## config.mk

```make
export PLATFORM = sky130hd
export DESIGN_NAME = dqcm_mapper
export DESIGN_NICKNAME = d
export VERILOG_FILES = /design/src/inc/dqcm_pkg.sv /design/src/rtl/dqcm_mapper.sv
export SDC_FILE = /design/constraint.sdc
export NUM_CORES = 1
export LEC_CHECK = 0
export ABC_CLOCK_PERIOD_IN_PS = 8720
export BUFFER_PORTS_ARGS = -buffer_cell sky130_fd_sc_hd__buf_2
export CAP_MARGIN = 25
export CORE_MARGIN = 4
export CORE_UTILIZATION = 36
export CTS_CLUSTER_DIAMETER = 60
export DETAILED_ROUTE_END_ITERATION = 16
export HOLD_SLACK_MARGIN = 0.03
export PLACE_DENSITY_LB_ADDON = 0.05
export SYNTH_ARGS = -nofsm -noshare
export SYNTH_HDL_FRONTEND = slang
export SYNTH_SLANG_ARGS = --single-unit
```

## constraint.sdc

```tcl
create_clock -name clk -period 8.72 [get_ports clk]
set_input_delay 2.18 -clock clk [delete_from_list [all_inputs] [get_ports clk]]
set_output_delay 2.18 -clock clk [all_outputs]
set_load 0.02 [all_outputs]
```

## src/inc/dqcm_pkg.sv

```systemverilog
package dqcm_pkg;

    // widths
    localparam int LBL_W = 15;
    localparam int B_W = 4;
    localparam int RAW_W = 9;
    localparam int OUT_W = 16;
    localparam int GAIN_W = 18;
    localparam int PROD_W = RAW_W + GAIN_W + 1;
    localparam int GAIN_SHIFT = 8;

    // pipeline depth from tone taken to point shown
    localparam int LATENCY = 2;

    // loading limits
    localparam logic [B_W-1:0] B_MIN = 4'h1;
    localparam logic [B_W-1:0] B_SMALL_ODD = 4'h3;
    localparam logic [B_W-1:0] B_CROSS_MIN = 4'h5;
    localparam logic [B_W-1:0] BMAX_FLOOR = 4'h8;
    localparam logic [B_W-1:0] BMAX_CEIL = 4'hF;

    typedef logic [GAIN_W-1:0] dqcm_gain_t;
    typedef logic signed [RAW_W-1:0] dqcm_raw_t;

    // per-loading gain, 2^18 / sqrt(mean point energy), gives rms 1024 after shift
    localparam dqcm_gain_t GAIN_TBL [0:15] = '{
        18'h00000, 18'h2D414, 18'h2D414, 18'h1A20C,
        18'h143D1, 18'h0E4F9, 18'h09E01, 18'h07115,
        18'h04E8A, 18'h0385E, 18'h02736, 18'h01C2A,
        18'h01399, 18'h00E14, 18'h009CC, 18'h0070A
    };

    // fixed points for one and three bits per tone, odd coordinates
    localparam dqcm_raw_t B1_X [0:1] = '{9'h001, 9'h1FF};
    localparam dqcm_raw_t B1_Y [0:1] = '{9'h001, 9'h1FF};
    localparam dqcm_raw_t B3_X [0:7] = '{
        9'h001, 9'h001, 9'h1FF, 9'h1FF, 9'h1FD, 9'h001, 9'h1FF, 9'h003
    };
    localparam dqcm_raw_t B3_Y [0:7] = '{
        9'h001, 9'h1FF, 9'h001, 9'h1FF, 9'h001, 9'h003, 9'h1FD, 9'h1FF
    };

endpackage

```

## src/rtl/dqcm_mapper.sv

```systemverilog
`timescale 1ns/1ps
module dqcm_mapper (
    // clock and reset
    input wire logic clk,
    input wire logic reset,
    // configuration from initialization
    input wire logic dirUp,
    input wire logic [3:0] bMaxDown,
    input wire logic [3:0] bMaxUp,
    // tone from bit source
    input wire logic inValid,
    input wire logic [3:0] inBits,
    input wire logic [14:0] inLabel,
    // scaled point from gain stage
    output logic outValid,
    output logic signed [15:0] outX,
    output logic signed [15:0] outY,
    output logic outErr
);

    logic [3:0] limitSel;
    logic [3:0] limitNow;
    logic inErr;
    logic signed [8:0] rawXNext;
    logic signed [8:0] rawYNext;
    logic s1Valid_reg;
    logic s1Err_reg;
    logic [3:0] s1Bits_reg;
    logic [14:0] s1Label_reg;
    logic signed [8:0] s1X_reg;
    logic signed [8:0] s1Y_reg;
    logic signed [27:0] prodX;
    logic signed [27:0] prodY;
    logic signed [18:0] gainS;

    // even b: coordinate bits taken every other label bit, a 1 appended
    function automatic logic [8:0] evenCoord(input logic [14:0] v, input logic [3:0] b,
                                             input int off);
        logic [8:0] r;
        int i;
        r = 9'h001;
        for (int k = 0; k < 8; k++) begin
            i = off + 2 * k;
            if (i < int'(b)) begin
                r[k + 1] = v[i];
            end else begin
                r[k + 1] = r[k];
            end
        end
        return r;
    endfunction

    // odd b above 3: low bits from the label, then the two computed top bits
    function automatic logic [8:0] oddCoord(input logic [14:0] v, input logic [3:0] b,
                                            input int off, input logic [1:0] top);
        logic [8:0] r;
        int i;
        int used;
        r = 9'h001;
        used = 0;
        for (int k = 0; k < 8; k++) begin
            i = off + 2 * k;
            if (i <= int'(b) - 5 + off) begin
                r[k + 1] = v[i];
            end else begin
                r[k + 1] = (used == 0) ? top[0] : top[1];
                used = used + 1;
            end
        end
        return r;
    endfunction

    // top pairs {Xc,Xc-1,Yc,Yc-1} from label bits b-1..b-5
    function automatic logic [3:0] topBits(input logic [14:0] v, input logic [3:0] b);
        logic h;
        logic p;
        logic q;
        logic [1:0] tx;
        logic [1:0] ty;
        h = v[b - 4'h1];
        p = v[b - 4'h2];
        q = v[b - 4'h3];
        if (!h) begin
            tx = {p, p};
            ty = {q, q};
        end else if (p == q) begin
            tx = v[b - 4'h4] ? 2'h2 : 2'h1;
            ty = {p, p};
        end else begin
            tx = {p, p};
            ty = v[b - 4'h5] ? 2'h2 : 2'h1;
        end
        return {tx, ty};
    endfunction

    // limit is clamped so a bad negotiation cannot shrink support below 8
    always_comb begin
        limitSel = dirUp ? bMaxUp : bMaxDown;
        if (limitSel < dqcm_pkg::BMAX_FLOOR) begin
            limitNow = dqcm_pkg::BMAX_FLOOR;
        end else begin
            limitNow = limitSel;
        end
        inErr = (inBits < dqcm_pkg::B_MIN) || (inBits > limitNow);
    end

    always_comb begin
        logic [3:0] tb;
        tb = topBits(inLabel, inBits);
        rawXNext = 9'h001;
        rawYNext = 9'h001;
        if (inErr) begin
            rawXNext = 9'h000;
            rawYNext = 9'h000;
        end else if (inBits == dqcm_pkg::B_MIN) begin
            rawXNext = dqcm_pkg::B1_X[inLabel[0]];
            rawYNext = dqcm_pkg::B1_Y[inLabel[0]];
        end else if (inBits == dqcm_pkg::B_SMALL_ODD) begin
            rawXNext = dqcm_pkg::B3_X[inLabel[2:0]];
            rawYNext = dqcm_pkg::B3_Y[inLabel[2:0]];
        end else if (!inBits[0]) begin
            rawXNext = evenCoord(inLabel, inBits, 1);
            rawYNext = evenCoord(inLabel, inBits, 0);
        end else begin
            rawXNext = oddCoord(inLabel, inBits, 1, tb[3:2]);
            rawYNext = oddCoord(inLabel, inBits, 0, tb[1:0]);
        end
    end

    // stage one: raw grid point
    always_ff @(posedge clk or posedge reset) begin
        if (reset) begin
            s1Valid_reg <= 1'b0;
            s1Err_reg <= 1'b0;
            s1Bits_reg <= 4'h0;
            s1Label_reg <= 15'h0000;
            s1X_reg <= 9'h000;
            s1Y_reg <= 9'h000;
        end else begin
            s1Valid_reg <= inValid;
            s1Err_reg <= inValid && inErr;
            s1Bits_reg <= inBits;
            s1Label_reg <= inLabel;
            s1X_reg <= rawXNext;
            s1Y_reg <= rawYNext;
        end
    end

    // one multiplier pair shared by all sizes; gain table indexed by loading
    always_comb begin
        gainS = signed'({1'b0, dqcm_pkg::GAIN_TBL[s1Bits_reg]});
        prodX = s1X_reg * gainS;
        prodY = s1Y_reg * gainS;
    end

    // stage two: scaled point
    always_ff @(posedge clk or posedge reset) begin
        if (reset) begin
            outValid <= 1'b0;
            outErr <= 1'b0;
            outX <= 16'h0000;
            outY <= 16'h0000;
        end else begin
            outValid <= s1Valid_reg;
            outErr <= s1Err_reg;
            outX <= prodX[dqcm_pkg::GAIN_SHIFT +: 16];
            outY <= prodY[dqcm_pkg::GAIN_SHIFT +: 16];
        end
    end
endmodule

```

# Word level (Yosys, flattened, before mapping)
# Memories as Yosys holds them, arrays and structs flattened.
# Cells that the tools add are included.
dict set report totals {
  reg_bits 58
  romBits 432
  inputBits 31
  out_inout_bits 34
  wordCells 267
  n_memories 3
}
dict set report op_classes {
  add_sub_neg 19
  mul 2
  magnitude_cmp 42
  n_eq_ne 3
  n_mux 170
  n_bitwise 3
  n_reduce_logical 16
}
# name depth width read_ports rd_clocked_by_memory_dff write_ports line_no
set memory_table {}
lappend memory_table {{(name not given)} 16 18 1 0 0 dqcm_mapper.sv:151} ;# gainS = signed'({1'b0, dqcm_pkg::GAIN_TBL[s1Bits_reg]});
lappend memory_table {{(name not given)} 8 9 1 0 0 dqcm_mapper.sv:120} ;# rawYNext = dqcm_pkg::B3_Y[inLabel[2:0]];
lappend memory_table {{(name not given)} 8 9 1 0 0 dqcm_mapper.sv:119} ;# rawXNext = dqcm_pkg::B3_X[inLabel[2:0]];
# operator n
set op_table {}
lappend op_table {{$mux W32} 68}
lappend op_table {{$logic_not A32 Y1} 14}
lappend op_table {{$add A32 B2 Y32 const B} 12}
lappend op_table {{$mux W9} 15}
lappend op_table {{$le A5 B32 Y1 const A} 4}
lappend op_table {{$mux W1} 72}
lappend op_table {{$le A4 B32 Y1 const A} 2}
lappend op_table {{$mul A9 B19 Y24} 2}
lappend op_table {{$mux W18} 2}
lappend op_table {{$le A2 B32 Y1 const A} 1}
lappend op_table {{$le A3 B32 Y1 const A} 1}
lappend op_table {{$lt A4 B4 Y1 const A} 7}
lappend op_table {{$lt A4 B5 Y1 const B} 5}
lappend op_table {{$bmux W1 S4} 5}
lappend op_table {{$le A5 B5 Y1 const A} 4}
lappend op_table {{$lt A3 B4 Y1 const A} 4}
lappend op_table {{$mux W2} 6}
lappend op_table {{$le A4 B5 Y1 const A} 2}
lappend op_table {{$lt A1 B4 Y1 const A} 2}
lappend op_table {{$lt A2 B4 Y1 const A} 2}
lappend op_table {{$mux W4} 2}
lappend op_table {{$sub A4 B2 Y4 const B} 2}
lappend op_table {{$sub A4 B3 Y4 const B} 2}
lappend op_table {{$add A5 B2 Y6 const B} 1}
lappend op_table {{18 further kinds} 18}

# Depth between registers and ports, before layout
dict set report logic_depth {
  ltp_word 51
  mapped_depth 32
  mapped_depth_nobuf 28
}

# Worst setup path before layout
# Ideal clock, no wire load.
dict set report synth_timing {
  kind {input -> register}
  from {in inBits[0]}
  to {reg s1Y_reg[8]}
  setup_ps 149
  t_arrival_ps 7963
  required_time_ps 8571
  path_slack_ps 607
  path_stages 27
  path_buffers 4
  cell_sequence {buf_2 > buf_1 > inv_1 > clkbuf_1 > ha_1 > buf_4 > xnor2_1 > nor3_1 > ha_1 > xnor2_1 > nor2_1 > ha_1 > xnor2_2 > ha_1 > nand2_1 > nand2b_1 > ha_1 > mux2i_1 > inv_1 > ha_1 > nand2_1 > o21ai_0 > ha_1 > a2111o_1 > a221oi_2 > mux2i_1 > a311oi_1}
}
dict set report synth_between {
  elab_chain_cells 50
  elab_cells_between_ends 106
  classes_between {add/sub (11); order compare (18); eq/ne (3); mux (72); reduce/logical (2)}
}
# item line_no
set synth_rtl {}
lappend synth_rtl {{start: declaration} dqcm_mapper.sv:12} ;# input wire logic [3:0] inBits,
lappend synth_rtl {{$sub A4 B3 Y5} dqcm_mapper.sv:63} ;# if (i <= int'(b) - 5 + off) begin
lappend synth_rtl {{$le A1 B5 Y1} dqcm_mapper.sv:63}
lappend synth_rtl {{$mux W1} dqcm_mapper.sv:63}
lappend synth_rtl {{$mux W32} dqcm_mapper.sv:121} ;# end else if (!inBits[0]) begin
lappend synth_rtl {{$mux W32} dqcm_mapper.sv:118} ;# end else if (inBits == dqcm_pkg::B_SMALL_ODD) begin
lappend synth_rtl {{$mux W32} dqcm_mapper.sv:115} ;# end else if (inBits == dqcm_pkg::B_MIN) begin
lappend synth_rtl {{$mux W32} dqcm_mapper.sv:112} ;# if (inErr) begin
lappend synth_rtl {{$add A32 B2 Y32} dqcm_mapper.sv:67} ;# used = used + 1;
lappend synth_rtl {{[35 not listed]} --}
lappend synth_rtl {{$logic_not A32 Y1} dqcm_mapper.sv:66} ;# r[k + 1] = (used == 0) ? top[0] : top[1];
lappend synth_rtl {{$mux W1} dqcm_mapper.sv:66}
lappend synth_rtl {{$mux W1} dqcm_mapper.sv:63}
lappend synth_rtl {{$mux W9} dqcm_mapper.sv:121}
lappend synth_rtl {{$mux W9} dqcm_mapper.sv:118}
lappend synth_rtl {{$mux W9} dqcm_mapper.sv:115}
lappend synth_rtl {{$mux W9 (*)} dqcm_mapper.sv:112}
lappend synth_rtl {{named net rawYNext[8]} dqcm_mapper.sv:25} ;# logic signed [8:0] rawYNext;
lappend synth_rtl {{end signal: assignment} dqcm_mapper.sv:145} ;# s1Y_reg <= rawYNext;
lappend synth_rtl {{end: declaration} dqcm_mapper.sv:31} ;# logic signed [8:0] s1Y_reg;
# The timed path passes the listed nets; every way through them passes the cells marked *. The select of a mux whose other input is x is not followed.

# Worst setup path after layout
dict set report layout_timing {
  from {in inBits[2]}
  to {reg s1Y_reg[8]}
}
# The elaborated chain is that of the path after synthesis.

==> run_results.csv <==
group,metric,value,unit
run_status,status,"finished clean",
timing,tightest_slew,976,ps
worst_setup_path,startpoint_type,"input pin",
min_path,min-delay-path-class,"reg -> reg",
clocking,cts.repair.resized,0,
cells_and_area,layout.cells.most_common,"inv_1",
cells_and_area,final_cells,2172,
grt,first_global_vias,12000,
cells_and_area,commonest_non_fill_non_tap_cells_in_the_layout,"264 x inv_1, 224 x nand2_1, 222 x fa_1",
clocking,tritoncts,"done",
floorplanning,std_cell_rows,72,
floorplanning,initial_utilization,36.7,%
timing,setup_repair_after_global_routing_missed_its_margin,"no",
worst_setup_path,worstPathRequired,8910,ps
clocking,clk_pin_slew,60,ps
synthesis,ys_types,80,
floorplanning,die_height,207,µm
grt,grt_start_max_net_pins,58,
clocking,clkSinkCount,57,
timing,report.final.slew_viol_count,0,
synthesis,yosysWarnings,0,
synthesis,synthesized_nets,2012,
drt,vias,11000,
cells_and_area,synthToLayoutAreaGrowth,8.58,%
synthesis,synth_enable_flop_cells,0,
grt,grt_use_total,18.5,%
placed_design,gp_congestion,0.854,
clocking,insertion_delay,350,ps
min_path,holdPathStages,0,
worst_setup_path,critical_path_buf_inv_count,3,
cells_and_area,layout.core_utilization,39.9,%
drt,wl_per_cell,17.8,µm
run,drv_cap,0,
timing,slew-limit-headroom,34.7,%
timing,period_minus_slack,7930,ps
grt,grt-ovfl-total,0,
clocking,postCtsSetupRepairBufs,0,
synthesis,synthCells,1619,
synthesis,synth_async_sr_flop_share,100,%
synthesis,synth_top_flop_cell,"dfrtp_1",
drt,route.detailed.drc,0,
power_and_ir_drop,vdd_ir_drop_max,0.238,mV
worst_setup_path,path_depth,26,
clocking,clk_root_buffer_cell,"clkbuf_16",
timing,finalSetupViolCount,0,
synthesis,postSynthRegisterBits,57,
worst_setup_path,crit_type,"in -> reg",
power_and_ir_drop,final_total_pwr,5.42,mW
timing,final.setup.tns,0,ps
drt,postRouteWirelength,38600,µm
drt,drt_first_pass_iters,4,
cells_and_area,antennaDiodeCount,0,
worst_setup_path,worst_path_dominant_cell_family,"adder cells",
floorplanning,core_area,39000,µm²
placed_design,dp.cells,2156,
floorplanning,die_area,43100,µm²
worst_setup_path,crit_slowest_cell,"xnor2_1",
grt,grt_pass1_wl,64600,µm
worst_setup_path,timing.reg2reg.worst_path_depth,23,
drt,initialDrtViolationCount,421,
timing,finalHoldViolCount,0,
placed_design,port_buffers,64,
power_and_ir_drop,p_per_area,348,nW/µm²
power_and_ir_drop,leakagePower,7.74,nW
timing,clock_skew,7.64,ps
floorplanning,dieWidth,207,µm
synthesis,syn-cell-area,14300,µm²
worst_setup_path,critical-path-top-cell-by-count,"ha_1",
worst_setup_path,arrival,8120,ps
synthesis,syn-mean-instance-area,8.85,µm²
clocking,ctsLongestPathBuffers,2,
placed_design,hpwl,30400,µm
worst_setup_path,kind_of_end_point_of_the_critical_path,"flip-flop",
worst_setup_path,crit_path_largest_cell_delay,540,ps
timing,highest_clock_rate,126,MHz
clocking,htreeDepth,3,
clocking,cts_hold_buffers,0,
timing,worst_hold_slack,350,ps
cells_and_area,final_nets,2042,
floorplanning,number_of_top_level_design_ports,65,
timing,timing.final.crit_share,90.9,%
drt,via_per_inst,5.06,
worst_setup_path,worst-path-max-fanout,13,
grt,antenna_violations_before_repair,0,
cells_and_area,drive_above_1_share,10.2,%
drt,ant_nets,0,
cells_and_area,fillCellCount,4060,
synthesis,synth-seq-area-share,9.96,%
clocking,cts_made_buffers,9,
==> layout make-up <==
class                           instances  area [µm²]  area share [%]
Timing Repair Buffer                   92         531            3.41
Multi-Input combinational cell       1221       11600            74.7
Clock buffer                           12         256            1.65
Clock inverter                          4        75.1           0.483
Tap cell                              518         648            4.17
Sequential cell                        57        1430            9.17
Inverter                              268        1010            6.47
==> per-stage QoR <==
stage	worst slack (ps)	instance area (µm²)
after floorplan	607	14300
after global placement	596	15200
after detailed placement	475	15200
after CTS	801	15600
after global routing	200	15600
final	791	15600
==> worst paths after layout <==
kind                          startpoint    endpoint  slack, ps
setup / recovery               inBits[2]  s1Y_reg[8]        790
hold / removal                 s1Err_reg      outErr        350
setup reg to reg           s1Bits_reg[3]    outY[14]       1760
hold reg to reg                s1Err_reg      outErr        350
max in group asynchronous          reset     outY[1]       6140
min in group asynchronous          reset    outX[14]       2040
==> Yosys cell counts (9+ instances only) <==
cell | count | area [µm²]
a211oi_1 | 11 | 82.6
a21o_1 | 14 | 105
a21oi_1 | 60 | 300
a31oi_1 | 11 | 68.8
and2_1 | 122 | 763
and3_1 | 14 | 87.6
clkbuf_1 | 56 | 210
dfrtp_1 | 57 | 1430
fa_1 | 222 | 4440
ha_1 | 140 | 1750
inv_1 | 265 | 995
mux2_2 | 18 | 203
mux2i_1 | 21 | 210
mux4_2 | 16 | 360
nand2_1 | 224 | 841
nand2b_1 | 25 | 156
nand3_1 | 18 | 90.1
nor2_1 | 62 | 233
nor2b_1 | 13 | 81.3
nor3_1 | 20 | 100
o21a_1 | 9 | 67.6
o21ai_0 | 29 | 145
xnor2_1 | 40 | 350
xor2_1 | 18 | 158
==> where the power goes <==
part	switching [mW]	internal [mW]
clock network	0.143	0.266
registers	0.101	0.422
logic	2.51	1.98
total	2.75	2.67
==> logic make-up (layout without fill, tap and decap cells) <==
family / count (synthesis) / in the layout / synth area share (%)
compound gates: 209 / 209 / 9.94
xor+xnor: 63 / 63 / 4.11
fa+ha+maj: 362 / 362 / 43.2
buf+inv: 341 / 376 / 9.16
flops: 57 / 57 / 9.96
mux: 57 / 57 / 5.58
simple gates: 530 / 530 / 18.0
==> layer usage <==
| metal | vias up | track usage [%] | routed length (µm) |
|---|---|---|---|
| li1 | 5237 | - | - |
| met1 | 5533 | 23.4 | 16700 |
| met2 | 172 | 33.4 | 19800 |
| met3 | 58 | 1.51 | 888 |
| met4 | 0 | 6.11 | 1100 |
| met5 | - | 0 | 0 |
No activity file was read; power rests on OpenSTA's default activity.
